==> config.mk <==
export PLATFORM = sky130hd
export DESIGN_NAME = spi_port
export DESIGN_NICKNAME = d
export VERILOG_FILES = /design/src/inc/spi_port_pkg.sv /design/src/design/spi_port.sv
export SDC_FILE = /design/constraint.sdc
export NUM_CORES = 1
export LEC_CHECK = 0
export BUFFER_PORTS_ARGS = -buffer_cell sky130_fd_sc_hd__buf_4
export CAP_MARGIN = 20
export CELL_PAD_IN_SITES_DETAIL_PLACEMENT = 2
export CELL_PAD_IN_SITES_GLOBAL_PLACEMENT = 2
export CORE_ASPECT_RATIO = 2
export CORE_MARGIN = 2
export CORE_UTILIZATION = 40
export DETAILED_ROUTE_END_ITERATION = 16
export HOLD_SLACK_MARGIN = 0.03
export PLACE_DENSITY = 0.84
export SLEW_MARGIN = 10
export SYNTH_ARGS = -nofsm -noshare
export SYNTH_HDL_FRONTEND = slang
export SYNTH_SLANG_ARGS = --single-unit
export TNS_END_PERCENT = 50
==> constraint.sdc <==
create_clock -name clk_sys -period 3.9 [get_ports clk_sys]
set_clock_uncertainty 0.2 [all_clocks]
set_input_delay 0.195 -clock clk_sys [delete_from_list [all_inputs] [get_ports clk_sys]]
set_output_delay 0.195 -clock clk_sys [all_outputs]
set_load 0.05 [all_outputs]
==> src/inc/spi_port_pkg.sv <==
// Package: register map, field positions and types of the serial port
package spi_port_pkg;

	// ------------------------------------------------------------------
	// Register map
	// ------------------------------------------------------------------
	localparam logic [7:0] ADDR_CTRL = 8'hF3; // serial_control_register
	localparam logic [7:0] ADDR_STAT = 8'hF4; // serial_status_register
	localparam logic [7:0] ADDR_DATA = 8'hF5; // shift_data_register
	localparam logic [7:0] RST_BYTE  = 8'h00;
	localparam logic [7:0] ALL_ONES  = 8'hFF;

	// ------------------------------------------------------------------
	// Field positions
	// ------------------------------------------------------------------
	localparam int CTRL_SELECT_OUTPUT_ENABLE = 7;
	localparam int CTRL_EN   = 6;
	localparam int CTRL_LSBF = 5;
	localparam int CTRL_MASTER_SELECT = 4;
	localparam int CTRL_CLOCK_IDLE_LEVEL = 3;
	localparam int CTRL_CLOCK_SAMPLE_PHASE = 2;
	localparam int STAT_DONE = 7;
	localparam int STAT_WRITE_COLLISION_FLAG = 6;
	localparam int STAT_OVF  = 5;
	localparam int STAT_MODE_FAULT_FLAG = 4;
	localparam int STAT_DISM = 3;

	// ------------------------------------------------------------------
	// Timing: half serial clock period in system clocks per rate code
	// ------------------------------------------------------------------
	// Shortest half period covers the two-flop data input path plus one
	localparam logic [7:0] HALF_DIV0 = 8'h04;
	localparam logic [7:0] HALF_DIV1 = 8'h08;
	localparam logic [7:0] HALF_DIV2 = 8'h10;
	localparam logic [7:0] HALF_DIV3 = 8'h20;
	localparam logic [3:0] EDGES_PER_BYTE = 4'h0; // wraps after 16 edges
	localparam logic [3:0] LAST_EDGE = 4'hF;

	typedef enum logic [1:0] {
		ST_IDLE = 2'b00,
		ST_RUN  = 2'b01
	} xfer_state_e;

	// Pins of the serial link as seen by the block
	typedef struct packed {
		logic sclk;
		logic mosi;
		logic miso;
		logic ss_n;
	} link_in_s;

	typedef struct packed {
		logic sclk_o;
		logic sclk_oe;
		logic mosi_o;
		logic mosi_oe;
		logic miso_o;
		logic miso_oe;
		logic ss_n_o;
		logic ss_n_oe;
	} link_out_s;

endpackage : spi_port_pkg

==> src/design/spi_port.sv <==
// Design: byte-wide serial peripheral port, master or slave
`timescale 1ns/1ps
`default_nettype none

// Function
// [RULE1] Select pin role from mode, detect, output-enable
// [RULE2] Done flag set by hardware, cleared by software
// [RULE3] Data write blocked while done flag set
// [RULE4] Collision flag sticky until software clears
// [RULE5] Overrun flag sticky until software clears
// [RULE6] Master select low sets mode fault
// [RULE7] Fault detect disable matters only as master
// [RULE8] Interrupt when enabled flag set, both enables
// [RULE9] Write loads shifter; read returns receive buffer
// [RULE10] Master write starts clock and byte exchange
// [RULE11] After eight bits: stop, buffer, done flag
// [RULE12] Slave clock and select are inputs
// [RULE13] Slave select high aborts, fills ones
// [RULE14] Idle level and sample phase from control
// [RULE15] Phase 0 slave drives first bit at select
// [RULE16] Phase 0 slave write under select collides
// [RULE17] Phase 1 slave drives first bit on edge
// [RULE18] Config change while enabled aborts transfer
// [RULE19] Partner uses same clock format
// [RULE20] Mode fault clears master and enable
// [RULE21] Phase 0 samples first edge, 1 second
// [RULE22] Clock rests at idle level
// [RULE23] Overrun keeps previous buffered byte
// [RULE24] Master clock divided by rate select
module spi_port
	import spi_port_pkg::*;
(
	// System
	input  wire logic      clk_sys,
	input  wire logic      nrst,
	// Register port
	input  wire logic [7:0] addr,
	input  wire logic [7:0] wdata,
	input  wire logic       wr,
	input  wire logic       rd,
	output logic      [7:0] rdata,
	// Interrupt enables and request
	input  wire logic       serial_irq_enable,
	input  wire logic       global_irq_enable,
	output logic            irq,
	// Serial link
	input  wire link_in_s   link_i,
	output var link_out_s   link_o
);

	// ------------------------------------------------------------------
	// Pin synchronisers
	// ------------------------------------------------------------------
	link_in_s s1_q, s2_q, s3_q;

	// Two flops before use; the third stage only feeds edge detection
	always_ff @(posedge clk_sys or negedge nrst) begin
		if (!nrst) begin
			s1_q <= '{sclk: 1'b0, mosi: 1'b0, miso: 1'b0, ss_n: 1'b1};
			s2_q <= '{sclk: 1'b0, mosi: 1'b0, miso: 1'b0, ss_n: 1'b1};
			s3_q <= '{sclk: 1'b0, mosi: 1'b0, miso: 1'b0, ss_n: 1'b1};
		end else begin
			s1_q <= link_i;
			s2_q <= s1_q;
			s3_q <= s2_q;
		end
	end

	// ------------------------------------------------------------------
	// State
	// ------------------------------------------------------------------
	logic [7:0]  ctrl_q, ctrl_d;
	logic [7:0]  stat_q, stat_d; // bits 7..3 used
	logic [7:0]  shift_q, shift_d;
	logic [7:0]  rbuf_q, rbuf_d;
	logic [7:0]  rdata_q, rdata_d;
	logic [7:0]  div_q, div_d;
	logic [3:0]  edge_q, edge_d;
	logic        sclk_q, sclk_d;
	logic        outbit_q, outbit_d;
	logic        inbit_q, inbit_d;
	xfer_state_e st_q, st_d;

	// Decoded controls
	logic en, master_select, clock_idle_level, clock_sample_phase, lsbf;
	logic dism, select_output_enable;
	assign en   = ctrl_q[CTRL_EN];
	assign master_select = ctrl_q[CTRL_MASTER_SELECT];
	assign clock_idle_level = ctrl_q[CTRL_CLOCK_IDLE_LEVEL];
	assign clock_sample_phase = ctrl_q[CTRL_CLOCK_SAMPLE_PHASE];
	assign lsbf = ctrl_q[CTRL_LSBF];
	assign dism = stat_q[STAT_DISM];
	assign select_output_enable = ctrl_q[CTRL_SELECT_OUTPUT_ENABLE];

	// Half-period reload for the master clock divider
	function automatic logic [7:0] half_div(input logic [1:0] sel);
		unique case (sel)
			2'b00: half_div = HALF_DIV0;
			2'b01: half_div = HALF_DIV1;
			2'b10: half_div = HALF_DIV2;
			2'b11: half_div = HALF_DIV3;
		endcase
	endfunction : half_div

	// Bit presented on the data output for the current shifter
	function automatic logic tx_bit(input logic [7:0] v, input logic lf);
		tx_bit = lf ? v[0] : v[7];
	endfunction : tx_bit

	// Shift one bit in at the far end of the shifter
	function automatic logic [7:0] shift_in(input logic [7:0] v,
			input logic lf, input logic b);
		shift_in = lf ? {b, v[7:1]} : {v[6:0], b};
	endfunction : shift_in

	// ------------------------------------------------------------------
	// Link-side events
	// ------------------------------------------------------------------
	logic ss_low, ss_fall, ss_rise, sclk_edge;
	logic mode_fault, slave_sel, wr_ctrl, wr_stat, wr_data, cfg_change;
	assign ss_low    = !s2_q.ss_n;
	assign ss_fall   = s3_q.ss_n && !s2_q.ss_n;
	assign ss_rise   = !s3_q.ss_n && s2_q.ss_n;
	assign sclk_edge = s3_q.sclk != s2_q.sclk;
	// Mode fault only when master with detection on; slave ignores dism
	assign mode_fault = en && master_select && !dism && ss_low; // [RULE6] [RULE7] [RULE1]
	assign slave_sel  = en && !master_select && ss_low; // [RULE12] [RULE1]
	assign wr_ctrl = wr && (addr == ADDR_CTRL);
	assign wr_stat = wr && (addr == ADDR_STAT);
	assign wr_data = wr && (addr == ADDR_DATA);
	// Format bits changing under an enabled port abort the byte
	assign cfg_change = wr_ctrl && en &&
		(wdata[5:0] != ctrl_q[5:0]); // [RULE18]

	// ------------------------------------------------------------------
	// Next-state logic
	// ------------------------------------------------------------------
	always_comb begin
		logic done_ev, ovf_ev, write_collision_flag_ev, busy, sample, shift_ev;
		logic [7:0] rx;
		done_ev  = 1'b0;
		ovf_ev   = 1'b0;
		write_collision_flag_ev  = 1'b0;
		sample   = 1'b0;
		shift_ev = 1'b0;
		rx       = shift_q;
		busy     = (st_q == ST_RUN);
		ctrl_d   = ctrl_q;
		shift_d  = shift_q;
		rbuf_d   = rbuf_q;
		div_d    = div_q;
		edge_d   = edge_q;
		sclk_d   = sclk_q;
		outbit_d = outbit_q;
		inbit_d  = inbit_q;
		st_d     = st_q;

		// Software access to control
		if (wr_ctrl)
			ctrl_d = wdata;

		// Data write: blocked while done flag set, collides when busy
		if (wr_data && !stat_q[STAT_DONE]) begin // [RULE3]
			if (busy || (slave_sel && !clock_sample_phase)) begin
				write_collision_flag_ev = 1'b1; // [RULE4] [RULE16]
			end else begin
				shift_d  = wdata; // [RULE9]
				outbit_d = tx_bit(wdata, lsbf);
				if (en && master_select) begin // [RULE10]
					st_d   = ST_RUN;
					edge_d = EDGES_PER_BYTE;
					div_d  = half_div(ctrl_q[1:0]); // [RULE24]
				end
			end
		end

		// Byte engine
		unique case (st_q)
			ST_IDLE: begin
				sclk_d = clock_idle_level; // [RULE22]
				// Slave: first bit prepared at select fall, in either phase
				if (slave_sel && (ss_fall || !busy) && st_d == ST_IDLE) begin
					if (ss_fall)
						outbit_d = tx_bit(shift_q, lsbf); // [RULE15]
					st_d   = ST_RUN;
					edge_d = EDGES_PER_BYTE;
				end
			end
			ST_RUN: begin
				if (master_select) begin
					if (div_q == RST_BYTE + 8'h01) begin // [RULE24]
						div_d  = half_div(ctrl_q[1:0]);
						sclk_d = !sclk_q;
						shift_ev = 1'b1;
					end else begin
						div_d = div_q - 8'h01;
					end
				end else begin
					shift_ev = sclk_edge; // [RULE12]
				end
				if (shift_ev) begin
					// Odd edges: first of a bit; phase picks sampling edge
					sample = (edge_q[0] == clock_sample_phase); // [RULE21] [RULE14]
					edge_d = edge_q + 4'h1;
					if (sample) begin
						inbit_d = master_select ? s2_q.miso : s2_q.mosi;
						shift_d = shift_in(shift_q, lsbf,
							master_select ? s2_q.miso : s2_q.mosi);
					end else if (edge_q != EDGES_PER_BYTE || clock_sample_phase) begin
						// Shifting edge; phase 1 shifts on the first edge
						outbit_d = tx_bit(shift_q, lsbf); // [RULE17]
					end
					if (edge_q == LAST_EDGE) begin // [RULE11]
						st_d   = ST_IDLE;
						sclk_d = clock_idle_level;
						done_ev = 1'b1;
						rx = sample ? shift_in(shift_q, lsbf,
							master_select ? s2_q.miso : s2_q.mosi) : shift_q;
					end
				end
				// Slave deselected mid-byte: force the bits shifted in so far to ones
				if (!master_select && ss_rise) begin // [RULE13]
					st_d    = ST_IDLE;
					shift_d = lsbf ? (shift_q | ~(ALL_ONES >> edge_q[3:1]))
						: (shift_q | ~(ALL_ONES << edge_q[3:1]));
				end
			end
			default: st_d = ST_IDLE;
		endcase

		// Move finished byte to the buffer unless it would overrun
		if (done_ev) begin
			if (stat_q[STAT_DONE])
				ovf_ev = 1'b1; // [RULE5] [RULE23]
			else
				rbuf_d = rx; // [RULE11]
		end

		// Mode fault, disable, config change: all force idle
		if (mode_fault) begin // [RULE20]
			ctrl_d[CTRL_MASTER_SELECT] = 1'b0;
			ctrl_d[CTRL_EN]   = 1'b0;
		end
		if (mode_fault || cfg_change || !en) begin // [RULE18]
			st_d     = ST_IDLE;
			sclk_d   = mode_fault ? clock_idle_level : ctrl_d[CTRL_CLOCK_IDLE_LEVEL];
			done_ev  = 1'b0;
		end

		// Status: hardware set wins over software clear
		stat_d = stat_q;
		if (wr_stat)
			stat_d = {stat_q[7:4] & wdata[7:4], wdata[3], 3'b000};
		if (done_ev && !ovf_ev)
			stat_d[STAT_DONE] = 1'b1; // [RULE2]
		if (write_collision_flag_ev)
			stat_d[STAT_WRITE_COLLISION_FLAG] = 1'b1; // [RULE4]
		if (ovf_ev)
			stat_d[STAT_OVF]  = 1'b1; // [RULE5]
		if (mode_fault)
			stat_d[STAT_MODE_FAULT_FLAG] = 1'b1; // [RULE6]

		// Read data valid one cycle after the strobe
		unique case (addr)
			ADDR_CTRL: rdata_d = ctrl_q;
			ADDR_STAT: rdata_d = stat_q;
			ADDR_DATA: rdata_d = rbuf_q; // [RULE9]
			default:   rdata_d = RST_BYTE;
		endcase
		if (!rd)
			rdata_d = RST_BYTE;
	end

	// Registers
	always_ff @(posedge clk_sys or negedge nrst) begin
		if (!nrst) begin
			ctrl_q   <= RST_BYTE;
			stat_q   <= RST_BYTE;
			shift_q  <= RST_BYTE;
			rbuf_q   <= RST_BYTE;
			rdata_q  <= RST_BYTE;
			div_q    <= RST_BYTE;
			edge_q   <= EDGES_PER_BYTE;
			sclk_q   <= 1'b0;
			outbit_q <= 1'b0;
			inbit_q  <= 1'b0;
			st_q     <= ST_IDLE;
		end else begin
			ctrl_q   <= ctrl_d;
			stat_q   <= stat_d;
			shift_q  <= shift_d;
			rbuf_q   <= rbuf_d;
			rdata_q  <= rdata_d;
			div_q    <= div_d;
			edge_q   <= edge_d;
			sclk_q   <= sclk_d;
			outbit_q <= outbit_d;
			inbit_q  <= inbit_d;
			st_q     <= st_d;
		end
	end

	// ------------------------------------------------------------------
	// Outputs
	// ------------------------------------------------------------------
	assign rdata = rdata_q;
	// Interrupt from done, overrun or fault; collision does not request
	assign irq = serial_irq_enable && global_irq_enable &&
		(stat_q[STAT_DONE] || stat_q[STAT_OVF] || stat_q[STAT_MODE_FAULT_FLAG]); // [RULE8]

	// Pin drive follows mode; select output only with detect off, select_output_enable on
	always_comb begin
		// Idle level follows the control bit at once, not a cycle late
		link_o.sclk_o  = (st_q == ST_RUN) ? sclk_q : clock_idle_level; // [RULE22]
		link_o.sclk_oe = en && master_select;
		link_o.mosi_o  = outbit_q;
		link_o.mosi_oe = en && master_select;
		link_o.miso_o  = outbit_q;
		link_o.miso_oe = slave_sel; // [RULE12]
		link_o.ss_n_o  = !(st_q == ST_RUN);
		link_o.ss_n_oe = en && master_select && dism && select_output_enable; // [RULE1]
	end

endmodule : spi_port

`default_nettype wire

==> summary.json <==
{
  "finalSetupTns": {"value": 0, "unit": "ns"},
  "slew_headroom": {"value": 44.32, "unit": "%"},
  "cell_type_contributing_the_most_total_cell_area_after_synthesis": {"value": "sky130_fd_sc_hd__dfrtp_1"},
  "place_hpwl": {"value": 8.833, "unit": "mm"},
  "finalWorstPathRequiredPeriod": {"value": 2.658, "unit": "ns"},
  "worst_slew_pin_slew": {"value": 0.8353, "unit": "ns"},
  "core_area": {"value": 0.008648, "unit": "sq mm"},
  "placement_rows": {"value": 48},
  "grt-ovfl-total": {"value": 0},
  "dr.pass1.iters": {"value": 4},
  "antenna-diode-count": {"value": 0},
  "areaGrowthSynthToFinish": {"value": 22.66, "unit": "%"},
  "cts.root.buffer_cell": {"value": "sky130_fd_sc_hd__clkbuf_16"},
  "rsz0062_at_grt": {"value": "false"},
  "tritoncts.num_buffers": {"value": 9},
  "die_h": {"value": 137.2, "unit": "um"},
  "ys_types": {"value": 60},
  "regToRegSetupSlack": {"value": 1.24, "unit": "ns"},
  "drt-wirelength-per-cell": {"value": 24.05, "unit": "um"},
  "synthesis.area_per_instance": {"value": 9.833, "unit": "sq um"},
  "async_flop_share": {"value": 100.0, "unit": "%"},
  "post_dp_cell_area": {"value": 0.003901, "unit": "sq mm"},
  "setup_violations": {"value": 0},
  "post_drt_via_cell_ratio": {"value": 6.213},
  "leakage": {"value": 1.970, "unit": "nW"},
  "fin_util": {"value": 50.35, "unit": "%"},
  "final-max-slew-violation-count": {"value": 0},
  "tritoncts": {"value": "built"},
  "most-common-layout-cells": {"value": "sky130_fd_sc_hd__dfrtp_1 (60), sky130_fd_sc_hd__buf_4 (46), sky130_fd_sc_hd__nand2_1 (31)"},
  "initial_antenna_violation_count": {"value": 0},
  "finish.instance_area": {"value": 0.004354, "unit": "sq mm"},
  "critPathMaxFanout": {"value": 15},
  "cp-end-kind": {"value": "flop"},
  "design.final.nets": {"value": 441},
  "mappedNetlistArea": {"value": 0.003550, "unit": "sq mm"},
  "final_hold_viol_count": {"value": 0},
  "drt_iter0_drc": {"value": 200},
  "portBuffers": {"value": 42},
  "synth_top_cells_by_area": {"value": "sky130_fd_sc_hd__dfrtp_1 (42%), sky130_fd_sc_hd__mux2i_1 (5.6%), sky130_fd_sc_hd__mux2_2 (5.4%)"},
  "initial_standard_cell_utilization_of_the_core": {"value": 41.04, "unit": "%"},
  "timing.hold.worst_endpoint": {"value": "s2_q[1]"},
  "htree_num_levels": {"value": 3},
  "grt_pass1_vias": {"value": 3638},
  "post_detailed_routing_wire_length": {"value": 12.41, "unit": "mm"},
  "post_cts.repair.setup_buffers": {"value": 0},
  "place_congestion": {"value": 0.8666},
  "cts.sink_count": {"value": 63},
  "layout_commonest_cell": {"value": "sky130_fd_sc_hd__dfrtp_1"},
  "startpoint_type": {"value": "flop"},
  "cts.repair.resized": {"value": 0},
  "floorplan_die_area": {"value": 0.009689, "unit": "sq mm"},
  "critical_path_data_required_time": {"value": 3.89, "unit": "ns"},
  "chipWidth": {"value": 70.61, "unit": "um"},
  "syn-instance-count": {"value": 361},
  "drt_drc_violations_left": {"value": 0},
  "startpoint": {"value": "ctrl_q[4]"},
  "run_status": {"value": "complete, no violations"},
  "worstHoldStart": {"value": "s1_q[1]"},
  "timing.fmax": {"value": 376.2, "unit": "MHz"},
  "fin_crit_sh": {"value": 68.17, "unit": "%"},
  "dr_total_vias": {"value": 3206},
  "final-seq-area": {"value": 0.001580, "unit": "sq mm"},
  "hold-path-cell-count": {"value": 0},
  "num-fill-cells": {"value": 914},
  "worstSkewPairLatency": {"value": 0.34, "unit": "ns"},
  "critical_path.reg2reg.startpoint": {"value": "ctrl_q[4]"},
  "critical_path_class": {"value": "reg2reg"},
  "dominantRegCellSynth": {"value": "sky130_fd_sc_hd__dfrtp_1"},
  "design.portCount": {"value": 43},
  "hold_class": {"value": "reg2reg"},
  "max-vdd-ir-drop": {"value": 0.2519, "unit": "mV"},
  "multi_input_area": {"value": 0.001790, "unit": "sq mm"},
  "clock_path_buffers": {"value": 2},
  "grt_pass1_wl": {"value": 19.84, "unit": "mm"},
  "worstReg2RegEnd": {"value": "shift_q[5]"},
  "synth.ff_latch_count": {"value": 63},
  "worst_setup_hold_path_clk_slew": {"value": 0.06, "unit": "ns"},
  "post_synth_net_total": {"value": 391},
  "ff2ff_path_depth": {"value": 5},
  "synth_edf_count": {"value": 0},
  "yosysTopAreaCellShare": {"value": 42.30, "unit": "%"},
  "grt_max_degree": {"value": 64},
  "track_usage": {"value": 27.28, "unit": "%"},
  "post_route_cells_drive_above_1_share": {"value": 22.12, "unit": "%"},
  "synth.yosys.seq_area_share": {"value": 44.52, "unit": "%"},
  "route.antenna.remaining_nets": {"value": 0},
  "synth_warnings": {"value": 0},
  "power_per_cell_area": {"value": 394.1, "unit": "mW/mm^2"},
  "timing.critical_path.arrival": {"value": 2.65, "unit": "ns"},
  "drv_cap": {"value": 0}
}
-- per-stage QoR --
step                      setup slack [ns]  total power [mW]  hold slack (ns)  std cells
after CTS                            1.261             1.726           0.1589        516
after detailed placement             1.308            0.8849           0.1043        485
after global placement               1.386            0.8775           0.1030        485
after floorplan                      1.235            0.8091          -0.3006        361
after global routing                 1.004             1.771           0.1625        516
final                                1.242             1.716           0.1538        516
-- cell type report --
cell class	count	area share [%]
clock inverter	3	0.9770
inverter	16	1.379
timing repair buffer	61	11.38
tap	100	2.874
clock buffer	13	5.977
sequential	63	36.29
multi-input combinational	260	41.12
-- logic make-up (layout without fill, tap and decap cells) --
| group | count (synthesis) | after routing | share of synthesized area (%) |
|---|---|---|---|
| AND/OR/NAND/NOR | 109 | 109 | 15.62 |
| AO/OA/AOI/OAI | 100 | 100 | 20.06 |
| flip-flops | 63 | 63 | 44.52 |
| buffers and inverters | 38 | 93 | 5.040 |
| multiplexers | 37 | 37 | 11.03 |
| XOR/XNOR | 9 | 9 | 2.221 |
| adder cells (fa/ha/maj) | 4 | 4 | 1.410 |
| other | 1 | 1 | 0.1056 |
-- synth_stat cells, types with 6 or more instances --
library cell,n
sky130_fd_sc_hd__o21ai_1,11
sky130_fd_sc_hd__xnor2_1,6
sky130_fd_sc_hd__nand3_1,9
sky130_fd_sc_hd__nand2_1,31
sky130_fd_sc_hd__a22oi_1,11
sky130_fd_sc_hd__nor2_1,30
sky130_fd_sc_hd__o21ai_0,20
sky130_fd_sc_hd__a21oi_1,13
sky130_fd_sc_hd__mux2_2,17
sky130_fd_sc_hd__nor3_1,7
sky130_fd_sc_hd__clkbuf_1,10
sky130_fd_sc_hd__inv_1,16
sky130_fd_sc_hd__dfrtp_1,60
sky130_fd_sc_hd__mux2i_1,20
-- report_power, final --
part	internal (mW)	leakage [nW]	switching [mW]
clock	0.529	0.146	0.296
sequential	0.676	0.780	0.0354
combinational	0.0739	1.04	0.105
total	1.28	1.97	0.437
-- per-layer routing --
layer	wire length (um)	GRT usage (%)	vias up
met4	585	15.93	0
met2	6990	51.21	82
met1	4531	28.38	1658
met3	304	3.658	39
met5	0	0	-
li1	-	-	1427
-- worst max-delay path by stage --
stage,slack [ns],cells past startpoint,to
finish,1.24,5,shift_q[5]
global placement,1.39,5,shift_q[2]
CTS,1.26,5,shift_q[5]
floorplan,1.24,5,link_o[7]
detailed placement,1.31,5,shift_q[3]
global route,1.00,5,div_q[7]
-- repair_timing --
action | 4_1_cts | 5_1_grt
hold buffers | 15 | 0
setup endpoints to repair | 0 | 0
hold endpoints to repair | 81 | 0
-- critical path, stage by stage (launching register included) --
cell	delay, ns
sky130_fd_sc_hd__dfrtp_1	0.57
sky130_fd_sc_hd__or3b_1	0.50
sky130_fd_sc_hd__o211ai_1	0.62
sky130_fd_sc_hd__buf_4	0.30
sky130_fd_sc_hd__mux2i_1	0.21
sky130_fd_sc_hd__a22oi_1	0.11
-- sequential cells by signal, indices dropped and copies added (netlist names) --
register / count
ctrl_q: 8
div_q: 8
edge_q: 4
outbit_q: 1
rbuf_q: 8
rdata: 8
s1_q: 4
s2_q: 4
s3_q: 2
sclk_q: 1
shift_q: 8
st_q: 2
stat_q: 5
No activity file was read; power rests on OpenSTA's default activity.
